==> config.mk <==
export PLATFORM = sky130hd
export DESIGN_NAME = rsma_top
export DESIGN_NICKNAME = d
export VERILOG_FILES = /design/src/rtl/rsma_pkg.sv /design/src/rtl/rsma_sync.sv /design/src/rtl/rsma_filter.sv /design/src/rtl/rsma_top.sv
export SDC_FILE = /design/constraint.sdc
export NUM_CORES = 1
export LEC_CHECK = 0
export ABC_AREA = 1
export BUFFER_PORTS_ARGS = -buffer_cell sky130_fd_sc_hd__buf_4
export CORE_MARGIN = 2
export CORE_UTILIZATION = 62
export DETAILED_ROUTE_END_ITERATION = 12
export PLACE_DENSITY = 0.87
export SYNTH_ARGS = -nofsm -noshare
export SYNTH_HDL_FRONTEND = slang
export SYNTH_HIERARCHICAL = 1
export SYNTH_SLANG_ARGS = --single-unit
==> constraint.sdc <==
create_clock -name REF_CLK -period 2.09 [get_ports REF_CLK]
set_input_delay 0.5225 -clock REF_CLK [delete_from_list [all_inputs] [get_ports REF_CLK]]
set_output_delay 0.5225 -clock REF_CLK [all_outputs]
set_load 0.02 [all_outputs]
==> src/rtl/rsma_pkg.sv <==
// What this block does
// - Alert bit in status is set while any unmasked event is present.
// - Thermal-hot flag at bit five follows the thermal sense comparator.
// - Low-output flag at bit four sets after 200 us continuous undervoltage.
// - High-output flag at bit three follows the overvoltage or fixed-limit comparator.
// - Current flag at bit two sets when the valley current exceeds the alarm level.
// - Hard current limit sits 15 mV above the alarm level, alarm trips first.
// - Ceiling-error flag at bit one while target code exceeds the ceiling register.
// - Ceiling-error flag clears once the target code falls back to or below the ceiling.
// - Flags update regardless of the mask; mask only gates the alert.
// - Current flag is sticky but stops holding the alert once the condition ends.
// - Thermal, low, high and ceiling flags are live, never latched.
// - A status read clears the latched current flag; host reads status to learn cause.
// - Alert bit is the OR of gated flags five, four, three and one and the gated live current alarm, and drives the alert pin.
// - Each flag is gated by the inverse of its own mask bit.
// - Mask bits sit at flag positions five to one; bit zero and top two read zero.
// - Target writes above the ceiling are accepted; regulation uses the ceiling.
// - Top two status bits always read zero.
// - Serial access keeps working after a fault shutdown.
package rsma_pkg;
  localparam logic [7:0]  RSMA_CEILING_ADDR  = 8'h02;
  localparam logic [7:0]  RSMA_STATUS_ADDR   = 8'h04;
  localparam logic [7:0]  RSMA_MASK_ADDR     = 8'h05;
  localparam logic [7:0]  RSMA_TARGET_ADDR   = 8'h07;
  localparam logic [6:0]  RSMA_CEILING_RESET = 7'h51;
  localparam logic [7:0]  RSMA_MASK_RESET    = 8'h00;
  localparam logic [7:0]  RSMA_TARGET_RESET  = 8'h33;
  localparam int          RSMA_HOT_BIT       = 5;
  localparam int          RSMA_LOW_BIT       = 4;
  localparam int          RSMA_HIGH_BIT      = 3;
  localparam int          RSMA_CURRENT_BIT   = 2;
  localparam int          RSMA_CEILING_BIT   = 1;
  localparam int          RSMA_ALERT_BIT     = 0;
  localparam logic [7:0]  RSMA_MASK_BITS     = 8'h3e;
  localparam int          RSMA_CLK_MHZ       = 250;
  localparam int          RSMA_LOW_DELAY_US  = 200;
  localparam int          RSMA_LOW_DELAY_CYC = RSMA_LOW_DELAY_US * RSMA_CLK_MHZ;
  localparam int          RSMA_ALARM_MV      = 23;
  localparam int          RSMA_LIMIT_STEP_MV = 15;
  localparam int          RSMA_LIMIT_MV      = RSMA_ALARM_MV + RSMA_LIMIT_STEP_MV;
  localparam logic [6:0]  RSMA_SLAVE_ADDR    = 7'h70;
endpackage : rsma_pkg

==> src/rtl/rsma_sync.sv <==
module rsma_sync
  import rsma_pkg::*;
#(
  parameter int WIDTH = 1
) (
  // Clock and reset
  input  wire logic             clk,
  input  wire logic             rst_b,
  // Data
  input  wire logic [WIDTH-1:0] async_in,
  output logic      [WIDTH-1:0] sync_out
);
  logic [WIDTH-1:0] stage1;
  logic [WIDTH-1:0] next_stage1;
  logic [WIDTH-1:0] next_sync_out;

  always_comb begin
    next_stage1   = async_in;
    next_sync_out = stage1;
  end

  always_ff @(posedge clk) begin
    if (!rst_b) begin
      stage1   <= '0;
      sync_out <= '0;
    end else begin
      stage1   <= next_stage1;
      sync_out <= next_sync_out;
    end
  end
endmodule : rsma_sync

==> src/rtl/rsma_filter.sv <==
module rsma_filter
  import rsma_pkg::*;
#(
  parameter int DELAY_CYC = RSMA_LOW_DELAY_CYC
) (
  // Clock and reset
  input  wire logic clk,
  input  wire logic rst_b,
  // Condition
  input  wire logic cond,
  output logic      qualified
);
  localparam int CW = $clog2(DELAY_CYC + 1);
  localparam logic [CW-1:0] LAST = CW'(DELAY_CYC - 1);
  logic [CW-1:0] count;
  logic [CW-1:0] next_count;
  logic          next_qualified;

  // Any gap restarts the count so short dips never qualify
  always_comb begin
    next_count     = '0;
    next_qualified = 1'b0;
    if (cond) begin
      if (count >= LAST) begin
        next_count     = count;
        next_qualified = 1'b1;
      end else begin
        next_count = count + 1'b1;
      end
    end
  end

  always_ff @(posedge clk) begin
    if (!rst_b) begin
      count     <= '0;
      qualified <= 1'b0;
    end else begin
      count     <= next_count;
      qualified <= next_qualified;
    end
  end
endmodule : rsma_filter

==> src/rtl/rsma_top.sv <==
module rsma_top
  import rsma_pkg::*;
#(
  parameter int LOW_DELAY_CYC = RSMA_LOW_DELAY_CYC
) (
  // Clock and reset
  input  wire logic REF_CLK,
  input  wire logic RST_B,
  // Two-wire serial link
  input  wire logic SCL_IN,
  input  wire logic SDA_IN,
  output logic      SDA_OUT,
  output logic      SDA_OE,
  // Analog comparator results
  input  wire logic THERMAL_SENSE_INPUT,
  input  wire logic UNDER_TARGET_IN,
  input  wire logic OVER_TARGET_IN,
  input  wire logic OVER_FIXED_LIMIT_IN,
  input  wire logic CURRENT_ALARM_IN,
  // Regulation
  output logic [6:0] REGULATED_CODE,
  // Alert pin, open drain
  output logic       ALERT_OUT,
  output logic       ALERT_OE
);
  typedef enum {S_IDLE, S_ADDR, S_ADDR_ACK, S_REG, S_REG_ACK, S_WDATA, S_WDATA_ACK,
                S_RDATA, S_RDATA_ACK, S_SKIP} rsma_state_type;

  logic scl;
  logic sda;
  logic [4:0] comp;
  logic under_low;

  rsma_sync #(.WIDTH(2)) u_link_sync (
    .clk      (REF_CLK),
    .rst_b    (RST_B),
    .async_in ({SCL_IN, SDA_IN}),
    .sync_out ({scl, sda})
  );

  rsma_sync #(.WIDTH(5)) u_comp_sync (
    .clk      (REF_CLK),
    .rst_b    (RST_B),
    .async_in ({THERMAL_SENSE_INPUT, UNDER_TARGET_IN, OVER_TARGET_IN, OVER_FIXED_LIMIT_IN, CURRENT_ALARM_IN}),
    .sync_out (comp)
  );

  rsma_filter #(.DELAY_CYC(LOW_DELAY_CYC)) u_low_filter (
    .clk       (REF_CLK),
    .rst_b     (RST_B),
    .cond      (comp[3]),
    .qualified (under_low)
  );

  // Link state
  rsma_state_type state;
  rsma_state_type next_state;
  logic       scl_d;
  logic       sda_d;
  logic [7:0] shift;
  logic [7:0] next_shift;
  logic [3:0] bit_count;
  logic [3:0] next_bit_count;
  logic       rd_mode;
  logic       next_rd_mode;
  logic [7:0] reg_ptr;
  logic [7:0] next_reg_ptr;
  logic       next_sda_oe;

  // Register state
  logic [6:0] voltage_ceiling;
  logic [6:0] next_voltage_ceiling;
  logic [7:0] status_mask;
  logic [7:0] next_status_mask;
  logic [7:0] target_voltage_code;
  logic [7:0] next_target_voltage_code;
  logic       current_sticky;
  logic       next_current_sticky;
  logic       next_alert_oe;
  logic [6:0] next_regulated_code;

  logic       scl_rise;
  logic       scl_fall;
  logic       start_cond;
  logic       stop_cond;
  logic       wr_strobe;
  logic       status_read;
  logic [7:0] regulator_status;
  logic [5:1] gated;
  logic       thermal_hot_flag;
  logic       low_output_flag;
  logic       high_output_flag;
  logic       current_limit_flag;
  logic       ceiling_error_flag;
  logic       alert_n;
  logic [7:0] read_data;

  always_comb begin
    scl_rise   = scl & ~scl_d;
    scl_fall   = ~scl & scl_d;
    start_cond = scl & scl_d & sda_d & ~sda;
    stop_cond  = scl & scl_d & ~sda_d & sda;
  end

  // Flags come from conditions regardless of mask; the current flag is the sticky latch
  always_comb begin
    thermal_hot_flag   = comp[4];
    low_output_flag    = under_low;
    high_output_flag   = comp[2] | comp[1];
    current_limit_flag = current_sticky;
    ceiling_error_flag = target_voltage_code > {1'b0, voltage_ceiling};
    // Sticky flag only feeds the alert while the alarm is still live
    gated[RSMA_HOT_BIT]     = thermal_hot_flag & ~status_mask[RSMA_HOT_BIT];
    gated[RSMA_LOW_BIT]     = low_output_flag & ~status_mask[RSMA_LOW_BIT];
    gated[RSMA_HIGH_BIT]    = high_output_flag & ~status_mask[RSMA_HIGH_BIT];
    gated[RSMA_CURRENT_BIT] = comp[0] & ~status_mask[RSMA_CURRENT_BIT];
    gated[RSMA_CEILING_BIT] = ceiling_error_flag & ~status_mask[RSMA_CEILING_BIT];
    alert_n = ~(|gated);
    regulator_status = {2'b00, thermal_hot_flag, low_output_flag, high_output_flag,
                        current_limit_flag, ceiling_error_flag, ~alert_n};
  end

  always_comb begin
    read_data = 8'h00;
    if (reg_ptr == RSMA_CEILING_ADDR) begin
      read_data = {1'b0, voltage_ceiling};
    end else if (reg_ptr == RSMA_STATUS_ADDR) begin
      read_data = regulator_status;
    end else if (reg_ptr == RSMA_MASK_ADDR) begin
      read_data = status_mask & RSMA_MASK_BITS;
    end else if (reg_ptr == RSMA_TARGET_ADDR) begin
      read_data = target_voltage_code;
    end
  end

  // Serial slave; runs independent of regulator shutdown
  always_comb begin
    next_state     = state;
    next_shift     = shift;
    next_bit_count = bit_count;
    next_rd_mode   = rd_mode;
    next_reg_ptr   = reg_ptr;
    next_sda_oe    = SDA_OE;
    wr_strobe      = 1'b0;
    status_read    = 1'b0;
    if (start_cond) begin
      next_state     = S_ADDR;
      next_bit_count = 4'h0;
      next_sda_oe    = 1'b0;
    end else if (stop_cond) begin
      next_state  = S_IDLE;
      next_sda_oe = 1'b0;
    end else if (scl_rise) begin
      if (state == S_ADDR || state == S_REG || state == S_WDATA) begin
        next_shift     = {shift[6:0], sda};
        next_bit_count = bit_count + 4'h1;
      end else if (state == S_RDATA_ACK && sda) begin
        next_state = S_SKIP;
      end
    end else if (scl_fall) begin
      case (state)
        S_ADDR: begin
          if (bit_count == 4'h8) begin
            if (shift[7:1] == RSMA_SLAVE_ADDR) begin
              next_state   = S_ADDR_ACK;
              next_rd_mode = shift[0];
              next_sda_oe  = 1'b1;
            end else begin
              next_state = S_SKIP;
            end
          end
        end
        S_ADDR_ACK: begin
          next_bit_count = 4'h0;
          if (rd_mode) begin
            next_state  = S_RDATA;
            next_shift  = read_data;
            next_sda_oe = ~read_data[7];
            status_read = reg_ptr == RSMA_STATUS_ADDR;
          end else begin
            next_state  = S_REG;
            next_sda_oe = 1'b0;
          end
        end
        S_REG: begin
          if (bit_count == 4'h8) begin
            next_state   = S_REG_ACK;
            next_reg_ptr = shift;
            next_sda_oe  = 1'b1;
          end
        end
        S_REG_ACK, S_WDATA_ACK: begin
          next_state     = S_WDATA;
          next_bit_count = 4'h0;
          next_sda_oe    = 1'b0;
        end
        S_WDATA: begin
          if (bit_count == 4'h8) begin
            next_state  = S_WDATA_ACK;
            wr_strobe   = 1'b1;
            next_sda_oe = 1'b1;
          end
        end
        S_RDATA: begin
          next_bit_count = bit_count + 4'h1;
          if (bit_count == 4'h7) begin
            next_state  = S_RDATA_ACK;
            next_sda_oe = 1'b0;
          end else begin
            next_shift  = {shift[6:0], 1'b0};
            next_sda_oe = ~shift[6];
          end
        end
        S_RDATA_ACK: begin
          next_state     = S_RDATA;
          next_bit_count = 4'h0;
          next_shift     = read_data;
          next_sda_oe    = ~read_data[7];
          status_read    = reg_ptr == RSMA_STATUS_ADDR;
        end
        default: begin
          next_sda_oe = 1'b0;
        end
      endcase
    end
  end

  always_comb begin
    next_voltage_ceiling     = voltage_ceiling;
    next_status_mask         = status_mask;
    next_target_voltage_code = target_voltage_code;
    if (wr_strobe) begin
      if (reg_ptr == RSMA_CEILING_ADDR) begin
        next_voltage_ceiling = shift[6:0];
      end else if (reg_ptr == RSMA_MASK_ADDR) begin
        next_status_mask = shift & RSMA_MASK_BITS;
      end else if (reg_ptr == RSMA_TARGET_ADDR) begin
        next_target_voltage_code = shift;
      end
    end
    // A new event in the read cycle wins over the clear
    next_current_sticky = (current_sticky & ~status_read) | comp[0];
    next_alert_oe       = ~alert_n;
    // Above-ceiling targets are held at the ceiling
    if (target_voltage_code > {1'b0, voltage_ceiling}) begin
      next_regulated_code = voltage_ceiling;
    end else begin
      next_regulated_code = target_voltage_code[6:0];
    end
  end

  always_ff @(posedge REF_CLK) begin
    if (!RST_B) begin
      state               <= S_IDLE;
      scl_d               <= 1'b1;
      sda_d               <= 1'b1;
      shift               <= 8'h00;
      bit_count           <= 4'h0;
      rd_mode             <= 1'b0;
      reg_ptr             <= 8'h00;
      SDA_OE              <= 1'b0;
      voltage_ceiling     <= RSMA_CEILING_RESET;
      status_mask         <= RSMA_MASK_RESET;
      target_voltage_code <= RSMA_TARGET_RESET;
      current_sticky      <= 1'b0;
      ALERT_OE            <= 1'b0;
      REGULATED_CODE      <= RSMA_TARGET_RESET[6:0];
    end else begin
      state               <= next_state;
      scl_d               <= scl;
      sda_d               <= sda;
      shift               <= next_shift;
      bit_count           <= next_bit_count;
      rd_mode             <= next_rd_mode;
      reg_ptr             <= next_reg_ptr;
      SDA_OE              <= next_sda_oe;
      voltage_ceiling     <= next_voltage_ceiling;
      status_mask         <= next_status_mask;
      target_voltage_code <= next_target_voltage_code;
      current_sticky      <= next_current_sticky;
      ALERT_OE            <= next_alert_oe;
      REGULATED_CODE      <= next_regulated_code;
    end
  end

  // Open-drain pins only ever pull low
  always_ff @(posedge REF_CLK) begin
    SDA_OUT   <= 1'b0;
    ALERT_OUT <= 1'b0;
  end
endmodule : rsma_top

==> summary.txt <==
Route
  – TritonRoute pass-1 iters: 7
  – Via/cell ratio: 5.63
  – WL final: 11,300 um
  – Vias post-DR: 4,498
  – Total DRC errors in the routed layout: 0
  – Drt initial violations: 426
  – Detail Route Antenna Nets: 0
  – WL per Instance: 14.2 um

Clock tree
  – Max clock buf depth: 2
  – Htree depth: 3
  – Worst-skew pair later-pin latency: 0.37 ns
  – Clock sinks: 88
  – CTS tree: done
  – Cts bufs inserted: 9
  – Hold buffer count at CTS: 0
  – Root Driver: clkbuf_8
  – Reg clk slew, reported paths: 0.10 ns

Logic synthesis
  – Register area share after synthesis: 0.378
  – Number of synthesized flops with an enable pin: 0
  – Post-synth top flop: dfxtp_1
  – FF+latch count, synth: 88
  – Syn avg cell area: 7.03 sq um
  – Top cells by area, synth: dfxtp_1, nand2_1, inv_1
  – Post-Syn Area: 4660 sq um
  – Top-area cell type share of the netlist area: 0.378
  – Async SR Flop Fraction: 0
  – Post-Synthesis Cells: 663
  – Yosys warns: 6
  – Cell taking the most area after synthesis: dfxtp_1
  – Yosys cell types: 40

STA
  – Pins Over Slew Limit: 0
  – Tcrit/Tclk final: 0.958
  – Clock Skew: 0.0145 ns
  – Fin. Hold Viols: 0
  – Setup violations, final: 0
  – FMAX: 0.500 GHz
  – Tmin final: 2.00 ns
  – Hold Slack: 0.340 ns

Global route
  – Vias in the first global route: 4,176
  – GRT Residual Overflow: 0
  – Initial antenna violation count: 0
  – GRT Total Usage: 0.281
  – First-pass GRT wire length: 18,800 um
  – Largest net degree at the start of global routing: 53

Critical path
  – Critical setup path kind: reg2reg
  – Crit path max fanout: 6
  – Critical Path End Type: flop
  – Internal reg-to-reg setup slack: 0.09 ns
  – Crit start category: flop
  – Reg2reg end: REGULATED_CODE[3]
  – FF-to-FF path depth: 10
  – Worst EP arrival: 2.31 ns
  – R2R Path Start: voltage_ceiling[6]
  – Crit path required time: 2.40 ns
  – Crit. Startpoint: voltage_ceiling[6]

Power
  – Pwr Density: 774 nW/um^2
  – Tot Pwr: 0.00399 W
  – Leak: 2.31 nW
  – Max VDD drop: 528 uV

Die
  – Die ar.: 8220 sq um
  – Num ports: 20
  – Row count: 31
  – Die Y: 90.7 um
  – Initial core utilization: 0.642
  – Core Box Area: 7250 sq um
  – Chip Width: 90.7 um

Finish
  – Most frequent cells in the layout: nand2_1, dfxtp_1, inv_1
  – Non-filler cells, final: 799
  – Fin util: 0.711
  – Nets@finish: 717
  – Layout cells sized above 1: 0.161
  – Antenna Cells: 0
  – Design area: 5160 sq um
  – Fill cell count: 604
  – Commonest non-fill, non-tap cell in the layout: nand2_1
  – Area grow syn2layout: 10.7%

Hold path
  – Hold Crit Class: in2reg
  – Hold Crit Start: OVER_TARGET_IN
  – Hold path cells: 3
  – Sink of the worst hold path: u_comp_sync/next_sync_out[2]

Run status
  – Status: completed

Job
  – Max-cap viol count: 0

Placement
  – # port buffers: 17
  – Inst Count DP: 775
  – Final Wtd Congestion: 0.928
  – HPWL after DPL: 8110 um
  – Placed cell area: 4870 sq um
routing by layer:
layer | wire length (um) | global-route usage
met5 | 0 | 0
met4 | 316 | 0.115
met3 | 1110 | 0.0626
met2 | 5530 | 0.489
met1 | 4390 | 0.333
critical path, cell delays in order, from the launching register on:
cell        delay (ns)
dfxtp_1           0.40
inv_1             0.09
ha_1              0.29
inv_1             0.06
nor3_2            0.20
nand4_1           0.15
nand2_2           0.13
clkinvlp_4        0.16
clkbuf_2          0.18
buf_4             0.14
a21oi_1           0.13
how the worst max path moves through the flow:
stage / slack [ns] / end / depth (start not counted)
after floorplan: 0.44 / shift[1] / 12
after global placement: 0.18 / target_voltage_code[4] / 11
after detailed placement: 0.05 / target_voltage_code[5] / 11
after CTS: 0.03 / REGULATED_CODE[2] / 9
after global routing: -0.05 / REGULATED_CODE[3] / 11
final: 0.09 / REGULATED_CODE[3] / 10
final cells by class:
class / instances / area (sq um) / area share
multi-input combinational: 463 / 2420 / 0.469
tap: 99 / 124 / 0.0240
sequential: 88 / 1760 / 0.342
timing repair buffer: 36 / 280 / 0.0544
inverter: 97 / 374 / 0.0726
clock inverter: 6 / 70.1 / 0.0136
clock buffer: 10 / 128 / 0.0248
cell families after synthesis:
family,Yosys count,synth area share
AO/OA/AOI/OAI,117,0.136
XOR/XNOR,4,0.00752
adder cells (fa/ha/maj),13,0.0349
buffers and inverters,113,0.106
flip-flops,88,0.378
other,1,0.000805
AND/OR/NAND/NOR,327,0.337
synth_stat cells, types with 3 or more instances:
master,number
a21oi_1,48
clkinv_1,3
o21ai_1,9
nand2_1,138
dfxtp_1,88
nand3b_1,4
clkbuf_1,5
nor2_4,7
nor3_1,10
nand2_4,4
buf_4,4
xor2_1,3
inv_2,9
nand3_2,6
nor2_2,8
buf_6,4
ha_1,13
nor2_1,76
o21ai_0,43
nand4_1,9
inv_1,83
a21oi_2,3
o211ai_1,11
nand2_2,13
nand3_1,45
report_power, final:
part	switching [W]	total [W]	internal, W
sequential	0.000103	0.00189	0.00178
clock	0.000631	0.00119	0.000559
combinational	0.000633	0.000916	0.000283
registers in the layout, indices dropped and copies added (netlist names), 2 cells and up:
| name | count |
|---|---|
| u_low_filter/count | 16 |
| reg_ptr | 8 |
| shift | 8 |
| target_voltage_code | 8 |
| REGULATED_CODE | 7 |
| voltage_ceiling | 7 |
| status_mask | 5 |
| u_comp_sync/next_sync_out | 5 |
| u_comp_sync/sync_out | 5 |
| bit_count | 4 |
| state | 4 |
| u_link_sync/next_sync_out | 2 |
| u_link_sync/sync_out | 2 |
metrics by stage:
step,TNS [ns],setup slack (ns)
2_1_floorplan,0,0.442
3_3_place_gp,0,0.181
3_5_place_dp,0,0.0494
4_1_cts,0,0.0270
5_1_grt,-0.161,-0.0540
6_report,0,0.0883
timing repair:
item / in CTS / in global routing
setup buffers: 0 / 8
setup endpoints to repair: 0 / 14
resized for setup: 0 / 5
(Power assumes the default switching activity.)
